$ cat config.mk
export PLATFORM = sky130hd
export DESIGN_NAME = adc_dma_indirect_addr_gen
export DESIGN_NICKNAME = d
export VERILOG_FILES = /design/src/core/adc_dma_indirect_addr_gen.v /design/src/core/ref_startup_timer.v
export VERILOG_INCLUDE_DIRS = /design/src /design/src/core
export SDC_FILE = /design/constraint.sdc
export NUM_CORES = 1
export LEC_CHECK = 0
export BUFFER_PORTS_ARGS = -buffer_cell sky130_fd_sc_hd__buf_4
export CORE_MARGIN = 5
export CORE_UTILIZATION = 51
export DETAILED_ROUTE_END_ITERATION = 8
export HOLD_SLACK_MARGIN = 0.06
export PLACE_DENSITY = 0.68
export SYNTH_ARGS = -nofsm -noshare
export SYNTH_HDL_FRONTEND = slang
export SYNTH_SLANG_ARGS = --single-unit
$ cat constraint.sdc
create_clock -name aclk -period 6.4 [get_ports aclk]
set_input_delay 1.28 -clock aclk [delete_from_list [all_inputs] [get_ports aclk]]
set_output_delay 1.28 -clock aclk [all_outputs]
set_load 0.005 [all_outputs]
$ cat src/core/adc_dma_defines.vh
// Register map, field positions, reset values and timing for the DMA block
`ifndef ADC_DMA_DEFINES_VH
`define ADC_DMA_DEFINES_VH

// Register byte addresses
`define ADR_CTRL1         8'h00
`define ADR_CTRL2         8'h04
`define ADR_CTRL4         8'h08
`define ADR_SCAN_LOW      8'h0c
`define ADR_SCAN_HIGH     8'h10
`define ADR_BANDGAP       8'h14
`define ADR_STATUS        8'h18

// Field positions
`define CTRL1_DMA_EN_BIT  11
`define CTRL1_MODE_BIT    12
`define CTRL2_SMPI_LSB    2
`define CTRL2_SMPI_MSB    6
`define CTRL4_BUFLEN_MSB  2
`define BG_GENERAL_BIT    0
`define BG_CMP_BIT        1
`define BG_CONV_BIT       2
`define BG_USB_BIT        3
`define STAT_PENDING_BIT  4
`define STAT_CHAN_LSB     8
`define STAT_CHAN_MSB     12

// Writable bit masks
`define CTRL1_MASK        16'h1800
`define CTRL2_MASK        16'h007c
`define CTRL4_MASK        16'h0007
`define SCAN_LOW_MASK     16'hffff
`define SCAN_HIGH_MASK    16'h77ff
`define BANDGAP_MASK      16'h000f

// Reset values
`define CTRL1_RESET       16'h0000
`define CTRL2_RESET       16'h0000
`define CTRL4_RESET       16'h0000
`define SCAN_RESET        16'h0000
`define BANDGAP_RESET     16'h0000

// Bus responses
`define RESP_OKAY         2'b00
`define RESP_SLVERR       2'b10

// Band gap start-up time and its cycle count, rounded up
`define CLK_MHZ           25
`define BG_STARTUP_NS     1000000
`define BG_STARTUP_CYCLES ((`BG_STARTUP_NS * `CLK_MHZ + 999) / 1000)

`endif

$ cat src/core/adc_dma_indirect_addr_gen.v
// Converter DMA indirect address generator with scan mask and band gap
// Functional notes
// - With buffer mode select clear the converter works in indirect mode.
// - Indirect mode yields an 11-bit offset that the DMA ORs into its base.
// - Buffer space is equal contiguous sub-buffers, one slot per channel.
// - The buffer length field in control 4 picks 1 to 128 words a channel.
// - A 3 to 5 bit channel number sits right above the word offset.
// - The word offset is 0 to 7 bits wide, set by the sub-buffer size.
// - The offset's least significant bit is always a zero pad.
// - Bits above channel and word offset are zero, making 11 bits total.
// - The word position advances on writes, governed by samples per irq.
// - Only converted channels' slots are written; others stay untouched.
// - Each scan mask bit includes its channel when set, skips when clear.
// - A requested reference turns on after start-up; manual keeps it on.
// - With buffer mode select set results go to a sequential user area.
// - DMA support runs only while control 1 bit 11 enable is set.
`include "adc_dma_defines.vh"

module adc_dma_indirect_addr_gen #(
	parameter STARTUP_CYCLES = `BG_STARTUP_CYCLES,
	parameter DATA_W         = 12
) (
	// Clock and reset
	input  wire              aclk,
	input  wire              aresetn,
	// AXI4-Lite write address
	input  wire              s_axi_awvalid,
	output wire              s_axi_awready,
	input  wire [7:0]        s_axi_awaddr,
	// AXI4-Lite write data
	input  wire              s_axi_wvalid,
	output wire              s_axi_wready,
	input  wire [31:0]       s_axi_wdata,
	input  wire [3:0]        s_axi_wstrb,
	// AXI4-Lite write response
	output reg               s_axi_bvalid,
	input  wire              s_axi_bready,
	output reg  [1:0]        s_axi_bresp,
	// AXI4-Lite read address
	input  wire              s_axi_arvalid,
	output wire              s_axi_arready,
	input  wire [7:0]        s_axi_araddr,
	// AXI4-Lite read data
	output reg               s_axi_rvalid,
	input  wire              s_axi_rready,
	output reg  [31:0]       s_axi_rdata,
	output reg  [1:0]        s_axi_rresp,
	// Conversion results from the converter
	input  wire              conv_valid,
	output wire              conv_ready,
	input  wire [4:0]        conv_channel,
	input  wire [DATA_W-1:0] conv_result,
	// Transfer request to the DMA controller
	output reg               dma_valid,
	input  wire              dma_ready,
	output reg  [10:0]       indirect_offset,
	output reg  [15:0]       dma_data,
	output wire              periph_indirect_mode,
	// Scan selection to the sequencer
	output wire [30:0]       scan_channel_mask,
	// Band gap references
	input  wire [3:0]        ref_request,
	output wire [3:0]        ref_ready
);

	localparam IDX_W    = 7;
	localparam CHANNELS = 32;

	// Software registers
	reg [15:0] converter_control_1;
	reg [15:0] converter_control_2;
	reg [15:0] converter_control_4;
	reg [15:0] scan_select_low;
	reg [15:0] scan_select_high;
	reg [15:0] bandgap_ref_config;

	// Write channel holding state
	reg        aw_held;
	reg [7:0]  aw_addr;
	reg        w_held;
	reg [31:0] w_data;
	reg [3:0]  w_strb;

	// Per-channel word positions, driven from one register each
	wire [IDX_W-1:0] word_idx [0:CHANNELS-1];

	// Sequential position and last converted channel
	reg [4:0]       ext_idx;
	reg [4:0]       last_channel;

	// Control fields
	wire            converter_dma_enable;
	wire            dma_buffer_mode_sel;
	wire [4:0]      samples_per_interrupt;
	wire [2:0]      channel_buffer_len;
	wire            wr_fire;
	wire            take;
	wire            advance;
	wire            seq_step;
	wire [CHANNELS-1:0] chan_hit;

	// Offset arithmetic
	wire [IDX_W-1:0] len_mask;
	wire [IDX_W-1:0] wrap_at;
	wire [IDX_W-1:0] cur_idx;
	wire [11:0]     chan_shift;
	wire [11:0]     slot;
	wire [10:0]     pia_offset;
	wire [10:0]     ext_offset;
	genvar          g;

	assign converter_dma_enable  = converter_control_1[`CTRL1_DMA_EN_BIT];
	assign dma_buffer_mode_sel   = converter_control_1[`CTRL1_MODE_BIT];
	assign samples_per_interrupt =
		converter_control_2[`CTRL2_SMPI_MSB:`CTRL2_SMPI_LSB];
	assign channel_buffer_len    = converter_control_4[`CTRL4_BUFLEN_MSB:0];

	assign periph_indirect_mode = converter_dma_enable & ~dma_buffer_mode_sel;

	assign scan_channel_mask = {scan_select_high[14:0], scan_select_low};

	// Merge a write into a 16-bit register by byte lanes and writable mask
	function [15:0] merge16;
		input [15:0] old;
		input [31:0] data;
		input [3:0]  strb;
		input [15:0] wmask;
		reg   [15:0] lanes;
		begin
			lanes   = {{8{strb[1]}}, {8{strb[0]}}} & wmask;
			merge16 = (old & ~lanes) | (data[15:0] & lanes);
		end
	endfunction

	// Address decode for writes and reads
	function mapped;
		input [7:0] addr;
		begin
			case (addr)
				`ADR_CTRL1, `ADR_CTRL2, `ADR_CTRL4, `ADR_SCAN_LOW,
				`ADR_SCAN_HIGH, `ADR_BANDGAP, `ADR_STATUS: mapped = 1'b1;
				default: mapped = 1'b0;
			endcase
		end
	endfunction

	// Address and data are taken in either order, one write at a time
	assign s_axi_awready = ~aw_held & ~s_axi_bvalid;
	assign s_axi_wready  = ~w_held & ~s_axi_bvalid;
	assign wr_fire       = aw_held & w_held & ~s_axi_bvalid;

	// Write channel capture and response
	always @(posedge aclk) begin
		if (!aresetn) begin
			aw_held      <= 1'b0;
			aw_addr      <= 8'h00;
			w_held       <= 1'b0;
			w_data       <= 32'h00000000;
			w_strb       <= 4'h0;
			s_axi_bvalid <= 1'b0;
			s_axi_bresp  <= `RESP_OKAY;
		end else begin
			if (s_axi_awvalid && s_axi_awready) begin
				aw_held <= 1'b1;
				aw_addr <= s_axi_awaddr;
			end
			if (s_axi_wvalid && s_axi_wready) begin
				w_held <= 1'b1;
				w_data <= s_axi_wdata;
				w_strb <= s_axi_wstrb;
			end
			if (wr_fire) begin
				aw_held      <= 1'b0;
				w_held       <= 1'b0;
				s_axi_bvalid <= 1'b1;
				s_axi_bresp  <= mapped(aw_addr) ? `RESP_OKAY : `RESP_SLVERR;
			end else if (s_axi_bready) begin
				s_axi_bvalid <= 1'b0;
			end
		end
	end

	// Register writes; the status word ignores writes
	always @(posedge aclk) begin
		if (!aresetn) begin
			converter_control_1 <= `CTRL1_RESET;
			converter_control_2 <= `CTRL2_RESET;
			converter_control_4 <= `CTRL4_RESET;
			scan_select_low     <= `SCAN_RESET;
			scan_select_high    <= `SCAN_RESET;
			bandgap_ref_config  <= `BANDGAP_RESET;
		end else if (wr_fire) begin
			case (aw_addr)
				`ADR_CTRL1: converter_control_1 <= merge16(
					converter_control_1, w_data, w_strb, `CTRL1_MASK);
				`ADR_CTRL2: converter_control_2 <= merge16(
					converter_control_2, w_data, w_strb, `CTRL2_MASK);
				`ADR_CTRL4: converter_control_4 <= merge16(
					converter_control_4, w_data, w_strb, `CTRL4_MASK);
				`ADR_SCAN_LOW: scan_select_low <= merge16(
					scan_select_low, w_data, w_strb, `SCAN_LOW_MASK);
				`ADR_SCAN_HIGH: scan_select_high <= merge16(
					scan_select_high, w_data, w_strb, `SCAN_HIGH_MASK);
				`ADR_BANDGAP: bandgap_ref_config <= merge16(
					bandgap_ref_config, w_data, w_strb, `BANDGAP_MASK);
				default: ;
			endcase
		end
	end

	// Read channel, one read at a time, answer one cycle after the address
	assign s_axi_arready = ~s_axi_rvalid;

	always @(posedge aclk) begin
		if (!aresetn) begin
			s_axi_rvalid <= 1'b0;
			s_axi_rdata  <= 32'h00000000;
			s_axi_rresp  <= `RESP_OKAY;
		end else if (s_axi_arvalid && s_axi_arready) begin
			s_axi_rvalid <= 1'b1;
			s_axi_rresp  <= mapped(s_axi_araddr) ? `RESP_OKAY : `RESP_SLVERR;
			case (s_axi_araddr)
				`ADR_CTRL1:     s_axi_rdata <= {16'h0000, converter_control_1};
				`ADR_CTRL2:     s_axi_rdata <= {16'h0000, converter_control_2};
				`ADR_CTRL4:     s_axi_rdata <= {16'h0000, converter_control_4};
				`ADR_SCAN_LOW:  s_axi_rdata <= {16'h0000, scan_select_low};
				`ADR_SCAN_HIGH: s_axi_rdata <= {16'h0000, scan_select_high};
				`ADR_BANDGAP:   s_axi_rdata <= {16'h0000, bandgap_ref_config};
				`ADR_STATUS:    s_axi_rdata <= {19'h00000, last_channel,
					3'h0, dma_valid, ref_ready};
				default:        s_axi_rdata <= 32'h00000000;
			endcase
		end else if (s_axi_rready) begin
			s_axi_rvalid <= 1'b0;
		end
	end

	assign len_mask = (7'h7f >> (3'd7 - channel_buffer_len));

	// wrap at buffer end or sample count, whichever comes first
	assign wrap_at = ({2'b00, samples_per_interrupt} < len_mask) ?
		{2'b00, samples_per_interrupt} : len_mask;

	assign cur_idx = word_idx[conv_channel] & len_mask;

	// channel number right above the word index
	assign chan_shift = {7'h00, conv_channel} << channel_buffer_len;
	assign slot       = chan_shift | {5'h00, cur_idx};

	// zero fill above, zero pad below, 11 bits
	assign pia_offset = {slot[9:0], 1'b0};

	assign ext_offset = {5'h00, ext_idx, 1'b0};

	// A new result is taken only when the DMA output is free or draining
	assign conv_ready = ~dma_valid | dma_ready;
	assign take       = conv_valid & conv_ready;

	// Result register towards the DMA controller
	always @(posedge aclk) begin
		if (!aresetn) begin
			dma_valid       <= 1'b0;
			indirect_offset <= 11'h000;
			dma_data        <= 16'h0000;
			last_channel    <= 5'h00;
		end else if (take && converter_dma_enable) begin
			dma_valid    <= 1'b1;
			dma_data     <= {{(16 - DATA_W){1'b0}}, conv_result};
			last_channel <= conv_channel;
			if (dma_buffer_mode_sel)
				indirect_offset <= ext_offset;
			else
				indirect_offset <= pia_offset;
		end else if (dma_ready) begin
			dma_valid <= 1'b0;
		end
	end

	// Which position moves on a take
	assign chan_hit = {{(CHANNELS-1){1'b0}}, 1'b1} << conv_channel;
	assign advance  = take & converter_dma_enable & ~dma_buffer_mode_sel;
	assign seq_step = take & converter_dma_enable & dma_buffer_mode_sel;

	generate
		for (g = 0; g < CHANNELS; g = g + 1) begin : gen_pos
			reg [IDX_W-1:0] pos;

			always @(posedge aclk) begin
				if (!aresetn) begin
					pos <= {IDX_W{1'b0}};
				end else if (advance && chan_hit[g]) begin
					if (cur_idx >= wrap_at)
						pos <= {IDX_W{1'b0}};
					else
						pos <= cur_idx + 7'h01;
				end
			end

			assign word_idx[g] = pos;
		end
	endgenerate

	// sequential position shared by all channels
	always @(posedge aclk) begin
		if (!aresetn) begin
			ext_idx <= 5'h00;
		end else if (seq_step) begin
			if (ext_idx >= samples_per_interrupt)
				ext_idx <= 5'h00;
			else
				ext_idx <= ext_idx + 5'h01;
		end
	end

	generate
		for (g = 0; g < 4; g = g + 1) begin : gen_ref
			ref_startup_timer #(
				.STARTUP_CYCLES (STARTUP_CYCLES),
				.CNT_W          (32)
			) u_timer (
				.aclk           (aclk),
				.aresetn        (aresetn),
				.manual_on      (bandgap_ref_config[g]),
				.module_request (ref_request[g]),
				.ready          (ref_ready[g])
			);
		end
	endgenerate

endmodule

$ cat src/core/ref_startup_timer.v
// Start-up timer for one band gap reference
`include "adc_dma_defines.vh"

module ref_startup_timer #(
	parameter STARTUP_CYCLES = `BG_STARTUP_CYCLES,
	parameter CNT_W          = 16
) (
	// Clock and reset
	input  wire aclk,
	input  wire aresetn,
	// Power requests
	input  wire manual_on,
	input  wire module_request,
	// Reference settled
	output reg  ready
);

	localparam [31:0]      LAST_FULL = STARTUP_CYCLES - 1;
	localparam [CNT_W-1:0] LAST      = LAST_FULL[CNT_W-1:0];

	reg [CNT_W-1:0] count;
	wire            powered;

	// Powered by a manual enable or by a using module
	assign powered = manual_on | module_request;

	// Count settle time while powered, restart when powered down
	always @(posedge aclk) begin
		if (!aresetn) begin
			count <= {CNT_W{1'b0}};
			ready <= 1'b0;
		end else if (!powered) begin
			count <= {CNT_W{1'b0}};
			ready <= 1'b0;
		end else if (count == LAST) begin
			ready <= 1'b1;
		end else begin
			count <= count + 1'b1;
		end
	end

endmodule

==> impl_metrics.yaml, run 1 <==
timing:
  setup_violations: 0
  max_slew_margin_pct: 19.9
  fin_crit_sh_pct: 84.7
  min_period_ps: 5420
  timing.hold.ws_ps: 452
  skew_ps: 30.8
  hold_violations: 0
  tightest_slew_ps: 1200
  drv_slew: 0
  rsz0062_at_grt: "no"
  maxClockFrequency_mhz: 184
  tns_ps: 0
worst_setup_path:
  rrSetupSlack_ps: 980
  reg2regPathDepth: 17
  max_stage_delay_ps: 730
  critPathTopFamily: "compound AO/OA/AOI/OAI gates"
  crit_fanout: 36
  path_buf_inv: 4
  end_kind: "register"
  critPathRequiredTime_ps: 6940
  cp-start-kind: "register"
  timing.rr.end: "gen_pos[11].pos[2]"
  cp_cell_sequence: "buf_4 > clkinv_1 > nor2_1 > inv_1 > ha_1 > a21oi_1 > or2_2 > o32a_1 > ha_1 > nand2b_1 > a21o_1 > a21o_1 > a211o_1 > a31o_2 > buf_12 > o31ai_1 > and2_1"
  crit_type: "reg -> reg"
  slowest_stage: "a211o_1"
  worstPathArrival_ps: 5970
floorplan:
  core_area_mm2: 0.0463
  fp.dieArea_mm2: 0.0509
  num_rows: 79
  ioPinCount: 188
  die_w_um: 226
  start_util_pct: 51.2
  die_y_um: 226
routing:
  routedWlPerCell_um: 19.9
  drt-met1-wl_um: 29400
  detail-route-antenna-nets: 0
  topRoutingLayerUsed: "met4"
  vias: 21100
  first_pass_iters: 8
  routed_wl_um: 69100
  drt_iter0_markers: 2081
  viasPerCell: 6.07
  drc_errors: 0
  met2_length_um: 32500
  wl_met3_um: 5190
placed_design:
  place_congestion: 0.892
  place_area_mm2: 0.0251
  place_inst: 3383
  dp_hpwl_um: 46400
  port_buffers: 145
synthesis:
  syn_area_per_cell_um2: 8.52
  synth-edff-count: 0
  syn_inst: 2782
  synth.cell_area_mm2: 0.0237
  synthFlopType: "dfxtp_1"
  async_flop_share_pct: 0
  ys_seq_area_share_pct: 40.6
  synth_cell_type_count: 81
  ys_seq_elements: 481
  ys_warn_count: 0
pwr:
  pwr_density_cell_mw_per_mm2: 244
  max-vdd-ir-drop_v: 0.000226
  power_leakage_uw: 0.00971
clock_network:
  cts_buffers: 51
  cts_tree: "built"
  clk_latency_ps: 610
  clockBufferDepth: 3
  cts_root_buf: "clkbuf_16"
  numClockSinks: 481
  clkTransAtPathRegs_ps: 60
  cts_hold_buffers: 0
  ctsHtreeMaxLevel: 2
  cts_setup_buffers: 0
  postCtsResizedCells: 0
worst_hold_path:
  hold-path-endpoint: "gen_pos[6].pos[1]"
  min_from: "gen_pos[6].pos[1]"
  hold_class: "reg -> reg"
  min_path_cells: 2
flow_run:
  drv_cap: 0
final_layout:
  diodes: 0
  drive_above_1_share_pct: 12.5
  nets: 2931
  instances_no_fill: 3476
  final_common_cell: "dfxtp_1"
  layout_common_cells: "dfxtp_1 (481), nand2_1 (392), nand3_1 (276)"
  syn_to_final_growth_pct: 13.5
  design_area_mm2: 0.0269
  fin_util_pct: 58.2
grt:
  grt_pass1_wl_um: 109000
  antenna_found_initial: 0
  grt_max_degree: 167
  grt_overflow_total: 0
  grt_pass1_vias: 20200
  grt_usage_pct: 26.0
status:
  status: "completed"
[cell type report]
class                           instances  area (µm²)
Inverter                               40         155
Timing Repair Buffer                  196        1500
Multi-Input combinational cell       2059       13000
Fill cell                            4075       19400
Clock buffer                           69        1470
Tap cell                              607         759
Sequential cell                       481        9630
Clock inverter                         24         375
[through the flow]
stage          total power [µW]  setup WS, ps
2_1_floorplan              3280          1400
3_3_place_gp               3360           788
3_5_place_dp               3370           681
4_1_cts                    6600          1110
5_1_grt                    6750           757
6_report                   6550           978
[cells by family (layout without fill, tap and decap cells)]
kind of cell | after synthesis | in the layout | share of synthesized area [%]
adder cells (fa/ha/maj) | 20 | 20 | 1.06
buffers and inverters | 266 | 329 | 5.27
AO/OA/AOI/OAI | 489 | 489 | 14.3
multiplexers | 151 | 151 | 8.54
flip-flops | 481 | 481 | 40.6
XOR/XNOR | 110 | 110 | 4.06
AND/OR/NAND/NOR | 1263 | 1263 | 26.1
other | 2 | 26 | 0.0317
[how the worst max path moves through the flow]
| stage | from | endpoint | cells after the start |
|---|---|---|---|
| finish | register | gen_pos[11].pos[2] | 17 |
| global placement | conv_channel[2] | gen_pos[7].pos[2] | 12 |
| floorplan | conv_channel[1] | gen_pos[10].pos[1] | 17 |
| global route | register | gen_pos[11].pos[2] | 17 |
| CTS | register | gen_pos[11].pos[2] | 17 |
| detailed placement | conv_channel[2] | gen_pos[8].pos[2] | 12 |
[synth_stat cells, types with 36 or more instances]
| master | n | area share, % |
|---|---|---|
| nand2_1 | 392 | 6.2 |
| nand3_1 | 276 | 5.8 |
| o211ai_1 | 69 | 2.2 |
| clkbuf_1 | 134 | 2.1 |
| o21ai_0 | 44 | 0.93 |
| buf_2 | 36 | 0.76 |
| xor2_1 | 75 | 2.8 |
| nand4_1 | 119 | 3.1 |
| a311oi_1 | 36 | 1.3 |
| mux4_2 | 36 | 3.4 |
| a21oi_1 | 46 | 0.97 |
| mux2i_1 | 101 | 4.3 |
| dfxtp_1 | 481 | 41 |
| nor2_1 | 192 | 3.0 |
| and2_1 | 56 | 1.5 |
| o21ai_1 | 70 | 1.5 |
| a21boi_0 | 65 | 2.1 |
| a21boi_1 | 46 | 1.5 |
| nor2b_1 | 77 | 2.0 |
[power breakdown]
part | internal (µW) | leakage, µW | switching [µW]
registers | 3010 | 0.00388 | 16.9
logic | 105 | 0.00492 | 177
clock network | 1980 | 0.000910 | 1260
total | 5090 | 0.00971 | 1460
[sequential cells by signal (all words and copies together) (netlist names), named ones only]
name and count:
aw_addr 8, aw_held 1, dma_data 12, dma_valid 1
ext_idx 5, gen_pos.pos 224, gen_ref.u_timer.count 128, gen_ref.u_timer.ready 4
indirect_offset 10, last_channel 5, s_axi_bresp 1, s_axi_bvalid 1
s_axi_rdata 16, s_axi_rresp 1, s_axi_rvalid 1, w_data 16
w_held 1, w_strb 2
[worst register-to-register path, stage by stage (launching register included)]
cell,delay (ps)
dfxtp_1,310
buf_4,280
clkinv_1,420
nor2_1,460
inv_1,90
ha_1,280
a21oi_1,150
or2_2,330
o32a_1,290
ha_1,270
nand2b_1,140
a21o_1,170
a21o_1,170
a211o_1,730
a31o_2,540
buf_12,210
o31ai_1,350
and2_1,180
[metal layers]
metal	global-route usage, %	up-vias
met5	0	-
met4	8.59	0
met3	4.28	136
met2	42.1	783
met1	35.8	10200
li1	-	9993
(Power assumes the default switching activity.)
==> run 2, diff against run 1 <==
Clock period 6.4 ns to 5.1 ns, I/O delays scaled along.
==> impl_metrics.yaml, run 2 (synthesized netlist as in run 1, its figures left out) <==
worst_setup_path:
  cp_cell_sequence: "clkinv_1 > nor2_1 > inv_1 > ha_1 > a21oi_1 > or2_2 > o32a_1 > ha_1 > nand2b_1 > a21o_1 > a21o_1 > a211o_1 > buf_4 > a31o_2 > o31ai_1 > and2_1"
  end_kind: "register"
  cp-start-kind: "register"
  reg2regPathDepth: 16
  timing.rr.end: "gen_pos[23].pos[2]"
  path_buf_inv: 3
  rrSetupSlack_ps: 450
  slowest_stage: "a31o_2"
  worstPathArrival_ps: 5190
  crit_type: "reg -> reg"
  critPathTopFamily: "compound AO/OA/AOI/OAI gates"
  crit_fanout: 36
  crit_end: "gen_pos[23].pos[2]"
  max_stage_delay_ps: 520
  critical_path_depth: 16
  critPathRequiredTime_ps: 5640
clock_network:
  cts_setup_buffers: 0
  clockBufferDepth: 3
  cts_tree: "built"
  clkTransAtPathRegs_ps: 60
  clk_latency_ps: 610
  cts_hold_buffers: 0
  numClockSinks: 481
  cts_root_buf: "clkbuf_16"
  ctsHtreeMaxLevel: 2
  cts_buffers: 51
  postCtsResizedCells: 0
pwr:
  combPwrFrac_pct: 4.6
  max-vdd-ir-drop_v: 0.000292
  switching_power_uw: 1800
  clockPowerShare_pct: 46.8
  intPower_uw: 6030
  seqPwrFrac_pct: 48.5
  switching_share_pct: 23.0
  power_leakage_uw: 0.00974
  pwr_density_cell_mw_per_mm2: 291
final_layout:
  instances_no_fill: 3494
  final_common_cell: "dfxtp_1"
  diodes: 0
  layout_common_cells: "dfxtp_1 (481), nand2_1 (392), nand3_1 (276)"
  nets: 2952
  syn_to_final_growth_pct: 13.6
  largest_reg_flops: 224
  top_regs: "gen_pos.pos: 224 flops, gen_ref.u_timer.count: 128 flops"
  drive_above_1_share_pct: 12.8
  fillerInstances: 4090
  top_register: "gen_pos.pos"
placed_design:
  port_buffers: 145
  dp_hpwl_um: 47400
  place_inst: 3403
  place_congestion: 0.991
  dpl_worst_slack_ps: 31.8
timing:
  hold_violations: 0
  max_slew_margin_pct: 21.0
  maxClockFrequency_mhz: 215
  setup_slack_ps: 455
  rsz0062_at_grt: "no"
  drv_slew: 0
  tns_ps: 0
  setup_violations: 0
  tightest_slew_ps: 1180
  fin_crit_sh_pct: 91.1
  skew_ps: 18.4
  min_period_ps: 4650
routing:
  drt_iter0_markers: 2206
  drc_errors: 0
  routed_wl_um: 69700
  viasPerCell: 6.07
  routedWlPerCell_um: 19.9
  detail-route-antenna-nets: 0
  first_pass_iters: 6
  vias: 21200
floorplan:
  fp.dieArea_mm2: 0.0509
  die_w_um: 226
  num_rows: 79
  core_area_mm2: 0.0463
  die_y_um: 226
  start_util_pct: 51.2
  ioPinCount: 188
grt:
  grt_pass1_wl_um: 110000
  grt_max_degree: 141
  grt_usage_pct: 26.3
  antenna_found_initial: 0
  grt_overflow_total: 0
  grt_pass1_vias: 20300
worst_hold_path:
  hold_class: "reg -> reg"
  min_path_cells: 2
flow_run:
  drv_cap: 0
status:
  status: "completed"
-- run 2: metrics by stage --
step           utilization, %  instance area, µm²  total power (µW)  hold WS [ps]
5_1_grt                  58.2               26900              8080           475
4_1_cts                  58.2               26900              7880           455
3_3_place_gp             54.6               25300              4230           439
2_1_floorplan               -               23800              4120           432
3_5_place_dp             54.6               25300              4240           447
6_report                 58.2               26900              7830           454
-- run 2: worst register-to-register path, cell delays in order, from the launching register on --
cell,delay [ps]
dfxtp_1,340
clkinv_1,330
nor2_1,470
inv_1,80
ha_1,280
a21oi_1,130
or2_2,320
o32a_1,290
ha_1,270
nand2b_1,140
a21o_1,170
a21o_1,170
a211o_1,290
buf_4,250
a31o_2,540
o31ai_1,350
and2_1,160
-- run 2: area by class of cell --
class                      count  area, µm²  area share, %
sequential                   481       9630           35.8
tap                          607        759           2.82
timing repair buffer         217       1730           6.43
multi-input combinational   2059      13000           48.3
clock buffer                  75       1480           5.48
clock inverter                15        161          0.600
inverter                      40        155          0.576
-- run 2: worst min-delay path by stage --
stage	startpoint	end	slack, ps
final	gen_pos[12].pos[4]	gen_pos[12].pos[4]	450
after global routing	gen_pos[16].pos[3]	gen_pos[16].pos[3]	470
after CTS	gen_pos[22].pos[0]	gen_pos[22].pos[0]	450
after detailed placement	gen_pos[22].pos[0]	gen_pos[22].pos[0]	450
after global placement	gen_pos[17].pos[0]	gen_pos[17].pos[0]	440
after floorplan	gen_pos[14].pos[1]	gen_pos[14].pos[1]	430
-- run 2: routing by layer --
metal	part of all wire (%)	track usage [%]	up-vias
met1	43	36.3	10300
met5	0	0	-
met2	47	42.3	738
met3	7.1	4.95	138
li1	-	-	10000
met4	2.4	7.42	0
-- run 2: power groups by stage --
stage	clock, µW	combinational, µW	sequential [µW]
after detailed placement	0	356	3880
after floorplan	0	246	3870
after CTS	3730	357	3800
final	3670	364	3800
after global routing	3890	390	3800
after global placement	0	350	3880
